File: src/motor_cfg_pkg.sv
package motor_cfg_pkg;

  // ****************************************************************
  // Register indices; byte address is four times the index
  // ****************************************************************
  localparam logic [7:0] IDX_SAMPLE_COUNT = 8'h74;
  localparam logic [7:0] IDX_SAMPLE_PERIOD = 8'h75;
  localparam logic [7:0] IDX_SCOPE_CONTROL = 8'h76;
  localparam logic [7:0] IDX_BUFFER_CAPACITY = 8'h77;
  localparam logic [7:0] IDX_INDEX_DISTANCE = 8'h78;
  localparam logic [7:0] IDX_RESERVED_A = 8'h79;
  localparam logic [7:0] IDX_HOMING_OPTIONS = 8'h7A;
  localparam logic [7:0] IDX_FAULT_RESPONSE = 8'h7B;
  localparam logic [7:0] IDX_OPTION_FLAGS = 8'h7C;
  localparam logic [7:0] IDX_IO_SETUP = 8'h7D;
  localparam logic [7:0] IDX_TABLE_MODE = 8'h7E;
  localparam logic [7:0] IDX_TABLE_LENGTH = 8'h7F;
  localparam logic [7:0] IDX_RESERVED_B = 8'h80;
  localparam logic [7:0] IDX_NEG_LIMIT = 8'h81;
  localparam logic [7:0] IDX_POS_LIMIT = 8'h82;
  localparam logic [7:0] IDX_SERVO_ON = 8'h83;
  localparam logic [7:0] IDX_HOME_SELECT = 8'h84;
  localparam logic [7:0] IDX_RESERVED_C = 8'h85;
  localparam logic [7:0] IDX_RESERVED_D = 8'h86;

  // ****************************************************************
  // Reset values and constants
  // ****************************************************************
  localparam logic [31:0] RST_ZERO = 32'h0000_0000;
  localparam logic [31:0] RST_SAMPLE_PERIOD = 32'h0000_0001;
  localparam logic [31:0] BUFFER_CAPACITY_VALUE = 32'h0000_0000;
  localparam logic [10:0] INDEX_DISTANCE_MAX = 11'h63F;
  localparam int SAMPLE_PERIOD_MS = 1;
  localparam int CLK_MHZ = 100;
  localparam int CYCLES_PER_MS = CLK_MHZ * 1000;

  // ****************************************************************
  // Field positions and masks
  // ****************************************************************
  localparam logic [31:0] HOMING_MASK = 32'h0000_0017;
  localparam logic [31:0] OPTION_MASK = 32'h0003_3FEF;
  localparam logic [31:0] IO_SETUP_MASK = 32'h0000_FFFF;
  localparam logic [31:0] TABLE_MODE_MASK = 32'h0000_0003;
  localparam logic [31:0] IO_MASK = 32'h0000_00FF;
  localparam int HB_INDEX = 0;
  localparam int HB_REVERSE = 1;
  localparam int HB_OPPOSITE = 2;
  localparam int HB_IGNORE_SWITCH = 4;
  localparam int OB_INVERT = 0;
  localparam int OB_NO_AUTOSTART = 1;
  localparam int OB_ENC_TYPE_LO = 2;
  localparam int OB_RESYNC = 5;
  localparam int OB_PHYS_POS = 6;
  localparam int OB_ENC_A_OUT = 7;
  localparam int OB_ENC_B_OUT = 8;
  localparam int OB_ENC_I_OUT = 9;
  localparam int OB_COPY_ENC = 10;
  localparam int OB_MULTITURN = 11;
  localparam int OB_RETAIN_EXT = 12;
  localparam int OB_RETAIN_ABS = 13;
  localparam int OB_EXT_DIR = 16;
  localparam int OB_NO_LIMIT_ERR = 17;

  typedef enum logic [1:0] {
    ENC_OFF = 2'h0,
    ENC_QUAD = 2'h1,
    ENC_PULSE_DIR = 2'h2,
    ENC_UNDEFINED = 2'h3
  } encoder_kind_type;

  typedef enum logic [1:0] {
    TABLE_LINEAR = 2'h0,
    TABLE_POSITIVE = 2'h1,
    TABLE_NEGATIVE = 2'h2,
    TABLE_SHORTEST = 2'h3
  } table_mode_type;

  // ****************************************************************
  // Bundles
  // ****************************************************************
  typedef struct packed {
    logic [7:0] addr;
    logic [31:0] wdata;
    logic wr;
    logic rd;
  } bus_req_type;

  typedef struct packed {
    logic index_search;
    logic reverse_on_limit;
    logic opposite_side;
    logic index_only;
  } homing_type;

  typedef struct packed {
    logic invert_dir;
    logic no_autostart;
    encoder_kind_type enc_kind;
    logic enc_enable;
    logic resync_after_passive;
    logic phys_position;
    logic [2:0] enc_out_en;
    logic copy_enc_to_actual_position;
    logic multiturn;
    logic retain_external_count;
    logic retain_absolute_count;
    logic external_count_direction;
    logic no_limit_error;
  } options_type;

  typedef struct packed {
    logic [7:0] active_level;
    logic [7:0] output_en;
    table_mode_type table_mode;
    logic table_active;
    logic [31:0] table_modulo;
    logic [7:0] neg_limit_sel;
    logic [7:0] pos_limit_sel;
    logic [7:0] servo_on_sel;
    logic [7:0] home_sel;
  } io_cfg_type;

  typedef struct packed {
    logic [31:0] sample_count;
    logic [31:0] sample_period_ms;
    logic [31:0] scope_control;
  } scope_cfg_type;

endpackage : motor_cfg_pkg

File: src/motor_config_register_bank.sv
// The strobed register port was left to the implementer.
`timescale 1ns/1ns

// Operation
// - Sample count register, writable, resets to zero.
// - Sample period register in milliseconds, writable, resets to one.
// - Scope control register, writable, resets to zero, drives sampling.
// - Read-only buffer capacity register; feature planned, reads a fixed value.
// - Read-only sensor-to-index distance 0-1599, captured after index homing.
// - Homing bit 0 searches index; bit 4 ignores home switch.
// - Homing bit 1 reverses at limit; bit 2 seeks sensor opposite side.
// - Option bit 0 inverts direction; bit 1 blocks program autostart.
// - Option bits 2-3: encoder off, quadrature, or pulse/direction.
// - Option bits 7, 8, 9 enable encoder A, B, index outputs.
// - Option bit 17 suppresses error on travel or position limit.
// - Bit 5 resyncs after passive, bit 10 copies encoder, bit 11 multiturn.
// - Bits 12, 13 retain external/absolute counts; bit 16 external direction.
// - I/O setup bits 0-7 active levels, bits 8-15 output enables.
// - Rotary mode: linear, positive only, negative only, shortest route.
// - Rotary length used as modulo only when mode is nonzero.
// - Separate masks select negative and positive limit inputs.
// - Each home mask bit selects one of I/O lines 1-8.
module motor_config_register_bank (
  // Clock and reset
  input wire logic ref_clk,
  input wire logic sys_rst,
  // Register port
  input wire logic [7:0] reg_addr,
  input wire logic [31:0] reg_wdata,
  input wire logic reg_wr,
  input wire logic reg_rd,
  output logic [31:0] reg_rdata,
  // Homing engine report, same clock domain
  input wire logic homing_done,
  input wire logic homing_used_index,
  input wire logic [10:0] homing_index_distance,
  // Configuration to the motion, encoder and I/O logic
  output motor_cfg_pkg::scope_cfg_type scope_cfg,
  output motor_cfg_pkg::homing_type homing_cfg,
  output motor_cfg_pkg::options_type option_cfg,
  output motor_cfg_pkg::io_cfg_type io_cfg
);

  // ****************************************************************
  // State
  // ****************************************************************
  typedef struct packed {
    logic [31:0] sample_count;
    logic [31:0] sample_period;
    logic [31:0] scope_control;
    logic [10:0] index_distance;
    logic [31:0] homing;
    logic [31:0] options;
    logic [31:0] io_setup;
    logic [31:0] table_mode;
    logic [31:0] table_length;
    logic [31:0] neg_limit;
    logic [31:0] pos_limit;
    logic [31:0] servo_on;
    logic [31:0] home_sel;
    logic [31:0] rdata;
    motor_cfg_pkg::scope_cfg_type scope;
    motor_cfg_pkg::homing_type hom;
    motor_cfg_pkg::options_type opt;
    motor_cfg_pkg::io_cfg_type io;
  } state_type;

  state_type state_reg;
  state_type state_next;
  motor_cfg_pkg::bus_req_type req;

  assign req.addr = reg_addr;
  assign req.wdata = reg_wdata;
  assign req.wr = reg_wr;
  assign req.rd = reg_rd;

  // Undefined encoder codes fall back to off so a bad write never enables counting
  function automatic motor_cfg_pkg::encoder_kind_type decode_encoder(input logic [1:0] code);
    case (code)
      2'h1: decode_encoder = motor_cfg_pkg::ENC_QUAD;
      2'h2: decode_encoder = motor_cfg_pkg::ENC_PULSE_DIR;
      default: decode_encoder = motor_cfg_pkg::ENC_OFF;
    endcase
  endfunction : decode_encoder

  // ****************************************************************
  // Next state
  // ****************************************************************
  always_comb
  begin
    state_next = state_reg;
    // Writes
    if (req.wr)
    begin
      case (req.addr)
        motor_cfg_pkg::IDX_SAMPLE_COUNT: state_next.sample_count = req.wdata;
        motor_cfg_pkg::IDX_SAMPLE_PERIOD: state_next.sample_period = req.wdata;
        motor_cfg_pkg::IDX_SCOPE_CONTROL: state_next.scope_control = req.wdata;
        motor_cfg_pkg::IDX_HOMING_OPTIONS: state_next.homing = req.wdata & motor_cfg_pkg::HOMING_MASK;
        motor_cfg_pkg::IDX_OPTION_FLAGS: state_next.options = req.wdata & motor_cfg_pkg::OPTION_MASK;
        motor_cfg_pkg::IDX_IO_SETUP: state_next.io_setup = req.wdata & motor_cfg_pkg::IO_SETUP_MASK;
        motor_cfg_pkg::IDX_TABLE_MODE: state_next.table_mode = req.wdata & motor_cfg_pkg::TABLE_MODE_MASK;
        motor_cfg_pkg::IDX_TABLE_LENGTH: state_next.table_length = req.wdata;
        motor_cfg_pkg::IDX_NEG_LIMIT: state_next.neg_limit = req.wdata & motor_cfg_pkg::IO_MASK;
        motor_cfg_pkg::IDX_POS_LIMIT: state_next.pos_limit = req.wdata & motor_cfg_pkg::IO_MASK;
        motor_cfg_pkg::IDX_SERVO_ON: state_next.servo_on = req.wdata & motor_cfg_pkg::IO_MASK;
        motor_cfg_pkg::IDX_HOME_SELECT: state_next.home_sel = req.wdata & motor_cfg_pkg::IO_MASK;
        default: state_next.rdata = state_reg.rdata;
      endcase
    end
    // Distance only latches from an index search; out-of-range values saturate
    if (homing_done && homing_used_index)
    begin
      if (homing_index_distance > motor_cfg_pkg::INDEX_DISTANCE_MAX)
        state_next.index_distance = motor_cfg_pkg::INDEX_DISTANCE_MAX;
      else
        state_next.index_distance = homing_index_distance;
    end
    // Read data exists only in the cycle after a read strobe
    state_next.rdata = motor_cfg_pkg::RST_ZERO;
    if (req.rd)
    begin
      case (req.addr)
        motor_cfg_pkg::IDX_SAMPLE_COUNT: state_next.rdata = state_reg.sample_count;
        motor_cfg_pkg::IDX_SAMPLE_PERIOD: state_next.rdata = state_reg.sample_period;
        motor_cfg_pkg::IDX_SCOPE_CONTROL: state_next.rdata = state_reg.scope_control;
        motor_cfg_pkg::IDX_BUFFER_CAPACITY: state_next.rdata = motor_cfg_pkg::BUFFER_CAPACITY_VALUE;
        motor_cfg_pkg::IDX_INDEX_DISTANCE: state_next.rdata = {21'h0, state_reg.index_distance};
        motor_cfg_pkg::IDX_HOMING_OPTIONS: state_next.rdata = state_reg.homing;
        motor_cfg_pkg::IDX_OPTION_FLAGS: state_next.rdata = state_reg.options;
        motor_cfg_pkg::IDX_IO_SETUP: state_next.rdata = state_reg.io_setup;
        motor_cfg_pkg::IDX_TABLE_MODE: state_next.rdata = state_reg.table_mode;
        motor_cfg_pkg::IDX_TABLE_LENGTH: state_next.rdata = state_reg.table_length;
        motor_cfg_pkg::IDX_NEG_LIMIT: state_next.rdata = state_reg.neg_limit;
        motor_cfg_pkg::IDX_POS_LIMIT: state_next.rdata = state_reg.pos_limit;
        motor_cfg_pkg::IDX_SERVO_ON: state_next.rdata = state_reg.servo_on;
        motor_cfg_pkg::IDX_HOME_SELECT: state_next.rdata = state_reg.home_sel;
        default: state_next.rdata = motor_cfg_pkg::RST_ZERO;
      endcase
    end
    // Decoded views are registered so every output leaves a flip-flop;
    // they trail the stored register by one cycle
    state_next.scope.sample_count = state_reg.sample_count;
    state_next.scope.sample_period_ms = state_reg.sample_period;
    state_next.scope.scope_control = state_reg.scope_control;
    state_next.hom.index_search = state_reg.homing[motor_cfg_pkg::HB_INDEX];
    state_next.hom.index_only = state_reg.homing[motor_cfg_pkg::HB_IGNORE_SWITCH];
    state_next.hom.reverse_on_limit = state_reg.homing[motor_cfg_pkg::HB_REVERSE];
    state_next.hom.opposite_side = state_reg.homing[motor_cfg_pkg::HB_OPPOSITE];
    state_next.opt.invert_dir = state_reg.options[motor_cfg_pkg::OB_INVERT];
    state_next.opt.no_autostart = state_reg.options[motor_cfg_pkg::OB_NO_AUTOSTART];
    state_next.opt.enc_kind = decode_encoder(state_reg.options[motor_cfg_pkg::OB_ENC_TYPE_LO +: 2]);
    state_next.opt.enc_enable = (decode_encoder(state_reg.options[motor_cfg_pkg::OB_ENC_TYPE_LO +: 2])
                                 != motor_cfg_pkg::ENC_OFF);
    state_next.opt.enc_out_en = {state_reg.options[motor_cfg_pkg::OB_ENC_I_OUT],
                                 state_reg.options[motor_cfg_pkg::OB_ENC_B_OUT],
                                 state_reg.options[motor_cfg_pkg::OB_ENC_A_OUT]};
    state_next.opt.no_limit_error = state_reg.options[motor_cfg_pkg::OB_NO_LIMIT_ERR];
    state_next.opt.resync_after_passive = state_reg.options[motor_cfg_pkg::OB_RESYNC];
    state_next.opt.phys_position = state_reg.options[motor_cfg_pkg::OB_PHYS_POS];
    state_next.opt.copy_enc_to_actual_position = state_reg.options[motor_cfg_pkg::OB_COPY_ENC];
    state_next.opt.multiturn = state_reg.options[motor_cfg_pkg::OB_MULTITURN];
    state_next.opt.retain_external_count = state_reg.options[motor_cfg_pkg::OB_RETAIN_EXT];
    state_next.opt.retain_absolute_count = state_reg.options[motor_cfg_pkg::OB_RETAIN_ABS];
    state_next.opt.external_count_direction = state_reg.options[motor_cfg_pkg::OB_EXT_DIR];
    state_next.io.active_level = state_reg.io_setup[7:0];
    state_next.io.output_en = state_reg.io_setup[15:8];
    state_next.io.table_mode = motor_cfg_pkg::table_mode_type'(state_reg.table_mode[1:0]);
    state_next.io.table_active = (state_reg.table_mode[1:0] != 2'h0);
    // Modulo reads as zero in linear mode so downstream never wraps by accident
    state_next.io.table_modulo = (state_reg.table_mode[1:0] != 2'h0) ? state_reg.table_length
                                 : motor_cfg_pkg::RST_ZERO;
    state_next.io.neg_limit_sel = state_reg.neg_limit[7:0];
    state_next.io.pos_limit_sel = state_reg.pos_limit[7:0];
    state_next.io.servo_on_sel = state_reg.servo_on[7:0];
    state_next.io.home_sel = state_reg.home_sel[7:0];
    if (sys_rst)
    begin
      state_next = '0;
      state_next.sample_period = motor_cfg_pkg::RST_SAMPLE_PERIOD;
      state_next.scope.sample_period_ms = motor_cfg_pkg::RST_SAMPLE_PERIOD;
    end
  end

  // ****************************************************************
  // Registers
  // ****************************************************************
  always_ff @(posedge ref_clk)
  begin
    state_reg <= state_next;
  end

  assign reg_rdata = state_reg.rdata;
  assign scope_cfg = state_reg.scope;
  assign homing_cfg = state_reg.hom;
  assign option_cfg = state_reg.opt;
  assign io_cfg = state_reg.io;

endmodule : motor_config_register_bank

File: config.mk
export PLATFORM = sky130hd
export DESIGN_NAME = motor_config_register_bank
export DESIGN_NICKNAME = d
export VERILOG_FILES = /design/src/motor_cfg_pkg.sv /design/src/motor_config_register_bank.sv
export SDC_FILE = /design/constraint.sdc
export NUM_CORES = 1
export LEC_CHECK = 0
export BUFFER_PORTS_ARGS = -buffer_cell sky130_fd_sc_hd__buf_2
export CAP_MARGIN = 20
export CORE_MARGIN = 2
export CORE_UTILIZATION = 36
export DETAILED_ROUTE_END_ITERATION = 16
export GPL_TIMING_DRIVEN = 0
export PLACE_DENSITY = 0.53
export REMOVE_ABC_BUFFERS = 1
export SLEW_MARGIN = 40
export SYNTH_ARGS = -nofsm -noshare
export SYNTH_HDL_FRONTEND = slang
export SYNTH_SLANG_ARGS = --single-unit
File: constraint.sdc
create_clock -name ref_clk -period 2.75 [get_ports ref_clk]
set_clock_uncertainty 0.1 [all_clocks]
set_input_delay 0.55 -clock ref_clk [delete_from_list [all_inputs] [get_ports ref_clk]]
set_output_delay 0.55 -clock ref_clk [all_outputs]
set_load 0.05 [all_outputs]
### Yosys cells after proc, flatten, opt, wreduce, memory -nomap -nowiden

Cells that the tools add are included.

| storage, ports and cells | value |
|---|---|
| flip-flop bits (word level) | 439 |
| input bits | 57 |
| word-level logic and storage cells | 81 |

| cells by class | value |
|---|---|
| magnitude comparators | 1 |
| equal/unequal tests | 15 |
| multiplexer cells | 3 |
| bitwise operators | 2 |
| reductions and logical operators | 17 |

Operators with widths:

| operator | number |
|---|---|
| $pmux W32 S13 | 1 |
| $eq A8 B7 Y1 const B | 9 |
| $eq A8 B8 Y1 const B | 4 |
| $reduce_and A2 Y1 | 12 |
| $gt A11 B11 Y1 const B | 1 |
| $mux W11 | 1 |
| $pmux W2 S2 | 1 |
| $reduce_bool A2 Y1 | 2 |
| $reduce_or A2 Y1 | 2 |
| $eq A2 B1 Y1 const B | 1 |
| $eq A2 B2 Y1 const B | 1 |
| $not A1 Y1 | 2 |
| $logic_and A1 B1 Y1 | 1 |

### Depth between registers and ports, before layout

| depth | value |
|---|---|
| depth after elaboration | 3 |
| depth in mapped cells | 8 |

### Least setup slack after synthesis

OpenSTA, ideal clock, no wires.

| timing path | value |
|---|---|
| path kind | input to register |
| start | input port reg_addr[4] |
| end | register state_reg (netlist bit reg_rdata[4]) |
| setup time | 74 ps |
| arrival time | 1,927 ps |
| setup slack | 649 ps |
| cell stages on the path | 6 |
| path buffers | 1 |
| cells stage by stage | or4b_4 nor3_4 buf_6 nand3_2 a32o_1 a31oi_1 |

| on the way | value |
|---|---|
| cells in the longest elaborated chain, start to end | 2 |
| elaborated cells between the ends (all ways) | 14 |

RTL lines:

| item | RTL line | RTL |
|---|---|---|
| start, declared | motor_config_register_bank.sv:28 | `input wire logic [7:0] reg_addr,` |
| $eq A8 B8 Y1 / $eq A8 B7 Y1 (equally long branches) | motor_config_register_bank.sv:123 | `case (req.addr)` |
| $pmux W32 S13 * | motor_config_register_bank.sv:123 |  |
| end signal, assigned | motor_config_register_bank.sv:190 | `state_reg <= state_next;` |
| end, declared | motor_config_register_bank.sv:68 | `state_type state_reg;` |

Mark *: on every way between the ends. The rest lies on a longest branch, timed or not.
A chain may end at the register's enable or synchronous reset.

### Final worst setup path

| timing path | value |
|---|---|
| start | input port reg_addr[0] |
| end | register state_reg (netlist bit reg_rdata[22]) |

Same word-level chain as after synthesis.

==> summary.txt <==
Run status
  – Run status: complete, no violations

Global route
  – Overall global routing resource usage: 20.3%
  – Total congestion overflow after global routing: 0
  – Via count of the first global-routing pass: 11600
  – Maximum number of pins on one net before global-route repair: 94
  – Wire length of the first global-routing pass: 73100 um
  – Antenna violations before repair: 0

STA
  – Final Hold Vio Count: 0
  – Setup ws final: 0.134 ns
  – Shortest clock period the worst path allows after layout: 2.62 ns
  – Number of slew-limit violations in the final report: 0
  – Portion of the clock cycle consumed by the worst path in the final layout: 95.1%
  – Unrepaired setup endpoints after global routing: no
  – Final setup violation count: 0
  – Max frequency: 0.382 GHz
  – Max-Slew Margin vs Limit: 46.2%
  – WHS: 0.155 ns
  – Worst Tran Pin Value: 0.804 ns

Placed design
  – Routability congestion estimate from global placement: 0.847
  – Buffers on Ports: 287
  – Final HPWL from detailed placement: 34100 um
  – Cell total after placement: 2455
  – Worst setup slack after placement: -0.461 ns

Power
  – Post-route total power: 13.2 mW
  – Peak ir drop on the vdd network: 408 uV
  – Pwr per Cell Area: 686 mW/mm^2
  – Leak: 7.74 nW

Drt
  – Pre-antenna DRT Iters: 5
  – Number of routed nets with antenna violations: 0
  – Post-route DRC: 0
  – Total routed wirelength: 50700 um
  – Ratio of routed vias to standard cells: 4.83
  – Total number of vias: 12300
  – Count of routing violations after the opening detailed-route iteration: 957
  – Mean routed wirelength per cell: 20.0 um

Setup path
  – Max stage delay on crit path: 0.61 ns
  – R2R setup slack: 0.90 ns
  – Worst endpoint required time: 3.11 ns
  – Critical Path End Type: flop
  – Slowest library cell on the worst path: sky130_fd_sc_hd__o21ai_4
  – End of the worst register-to-register path: reg_rdata[2]$_SDFF_PP0_
  – Path depth of the worst reg2reg path: 5
  – Data arrival time of the critical path: 2.97 ns
  – Cell Chain, Critical Path: buf_6, buf_16, and2_1, a22oi_1, o21ai_4, buf_16, buf_8, nor2_1
  – Worst reg2reg path startpoint: state_reg[457]$_SDFFE_PP0P_
  – Most frequent CP cell: sky130_fd_sc_hd__buf_16
  – Crit Path Max Fanout: 35
  – Crit path launch type: input pin
  – Critical path class: input pin to flop

Synthesis
  – Total number of yosys warnings: 0
  – Gate count after technology mapping: 1881
  – Most instantiated flip-flop cell in the synthesis netlist: sky130_fd_sc_hd__dfxtp_1
  – Ys async rst share: 0%
  – Cell with the most instances after synthesis: sky130_fd_sc_hd__dfxtp_1
  – Number of different library cells in the post-synthesis netlist: 57
  – Multiplexer share of the synthesized area: 4.27%
  – Basic-gate share of the synthesized area counting and, or, nand and nor cells: 20.2%
  – Area share of the largest cell type after synthesis: 52.0%
  – Number of flip-flops and latches in the synthesized netlist: 439
  – Cell types occupying the most area after synthesis: sky130_fd_sc_hd__dfxtp_1, sky130_fd_sc_hd__buf_4, sky130_fd_sc_hd__nand2_1
  – Fraction of the mapped netlist area in adder cells: 0.148%
  – Top cells by instance count after synthesis: sky130_fd_sc_hd__dfxtp_1, sky130_fd_sc_hd__nand2_1, sky130_fd_sc_hd__buf_4
  – Post-synthesis compound-gate area fraction: 10.0%
  – Cell area after technology mapping: 0.0169 mm^2
  – Mean Syn Cell Area: 8.98 um^2
  – Largest family of logic cells by synthesized area: simple AND/OR/NAND/NOR gates
  – Fraction of the yosys area taken by sequential cells: 52.0%
  – Synth area leader: sky130_fd_sc_hd__dfxtp_1
  – Number of synthesized flops with an enable pin: 0
  – Post-Synth XOR/XNOR Area: 0%

Clock tree
  – Post-cts repair resize count: 0
  – Clock tree from TritonCTS: yes
  – Worst skew pair latency: 0.58 ns
  – Setup Buffers After CTS: 0
  – Bufs on Longest Clock Path: 3
  – CTS H-tree depth: 2
  – Clock slew at reported path FFs: 0.06 ns
  – Hold buffers post-CTS: 0
  – Num CTS Buffers: 46
  – Sinks on Clock Net: 439
  – Clock root buffer master: sky130_fd_sc_hd__clkbuf_16

Min path
  – Endpoint with the worst hold slack: state_reg[584]$_SDFFE_PP0P_
  – Count of cells along the worst hold path: 3
  – Start point of the worst min-delay path: reg_wdata[22]
  – Hold WC Path Type: input pin to flop

Die
  – Initial core utilization: 36.4%
  – Vert. Die Dim: 221 um
  – Cell Rows: 79
  – Floorplan Core Area: 0.0465 mm^2
  – Die footprint: 0.0487 mm^2
  – Number of ports placed on the die boundary: 288
  – Die width: 221 um

Cells and area
  – Layout Cells excl Fill: 2538
  – Number of nets in the final layout: 1955
  – Ant. Diodes: 0
  – Number of flip-flops in the largest register: 208
  – Share of final-layout standard cells stronger than drive strength 1: 22.6%
  – Layout Area Growth over Synthesis: 13.5%

Run
  – Max Cap Viol: 0
worst max-delay path, delay by kind of cell:
family | cells | cell delay, ns
compound gates | 2 | 0.83
buf+inv | 4 | 1.00
simple gates | 2 | 0.52
per-layer routing:
layer	vias up	track usage, %	wire, um	share of wire, %
met2	434	33.1	23800	47
met3	74	2.69	2820	5.6
li1	5938	-	-	-
met1	5806	27.7	23000	45
met5	-	0	0	0
met4	0	6.60	1080	2.1
cells in the final DEF (no fill, tap or decap), types with 7 or more instances in the layout:
cell type,count
sky130_fd_sc_hd__nor2b_1,199
sky130_fd_sc_hd__clkbuf_8,10
sky130_fd_sc_hd__nor3_1,8
sky130_fd_sc_hd__dfxtp_1,439
sky130_fd_sc_hd__buf_12,7
sky130_fd_sc_hd__buf_2,285
sky130_fd_sc_hd__clkinv_2,7
sky130_fd_sc_hd__clkbuf_16,47
sky130_fd_sc_hd__clkbuf_1,8
sky130_fd_sc_hd__buf_4,11
sky130_fd_sc_hd__a31oi_1,12
sky130_fd_sc_hd__mux2_2,8
sky130_fd_sc_hd__a22oi_1,40
sky130_fd_sc_hd__o21ai_0,31
sky130_fd_sc_hd__nor2_1,66
sky130_fd_sc_hd__a21oi_1,181
sky130_fd_sc_hd__buf_16,12
sky130_fd_sc_hd__mux2i_1,63
sky130_fd_sc_hd__nand3_1,29
sky130_fd_sc_hd__nand2_1,367
through the flow:
stage / setup TNS (ns) / utilization (%) / area (um^2)
2_1_floorplan: -77.33 / - / 14700
3_3_place_gp: -1887.67 / 36.3 / 16900
3_5_place_dp: -28.74 / 37.9 / 17600
4_1_cts: 0 / 41.3 / 19200
5_1_grt: 0 / 41.3 / 19200
6_report: 0 / 41.3 / 19200
power breakdown:
group	internal [mW]	switching (mW)
sequential	6.37	0.00995
combinational	0.110	0.299
clock	3.79	2.57
worst max path at each step:
stage	from	endpoint	cells past startpoint
2_1_floorplan	reg_addr[7]	state_reg[359]$_SDFFE_PP0P_	5
3_3_place_gp	reg_addr[0]	state_reg[379]$_SDFFE_PP0P_	6
3_5_place_dp	reg_addr[0]	reg_rdata[22]$_SDFF_PP0_	8
4_1_cts	reg_addr[0]	reg_rdata[22]$_SDFF_PP0_	8
5_1_grt	reg_addr[0]	reg_rdata[22]$_SDFF_PP0_	8
6_report	reg_addr[0]	reg_rdata[22]$_SDFF_PP0_	8
area by class of cell:
| cell class | instances | area (um^2) |
|---|---|---|
| Fill cell | 4610 | 27300 |
| Sequential cell | 439 | 8790 |
| Multi-Input combinational cell | 1083 | 5980 |
| Timing Repair Buffer | 322 | 2080 |
| Clock buffer | 65 | 1340 |
| Tap cell | 607 | 759 |
| Clock inverter | 18 | 214 |
| Inverter | 4 | 15.0 |
logic make-up (layout without fill, tap and decap cells):
kind of cell	count (synthesis)	after routing
mux	71	71
fa+ha+maj	2	2
buf+inv	359	409
compound gates	293	293
simple gates	717	717
flops	439	439
Note: power is estimated with default switching activity, not from simulation.
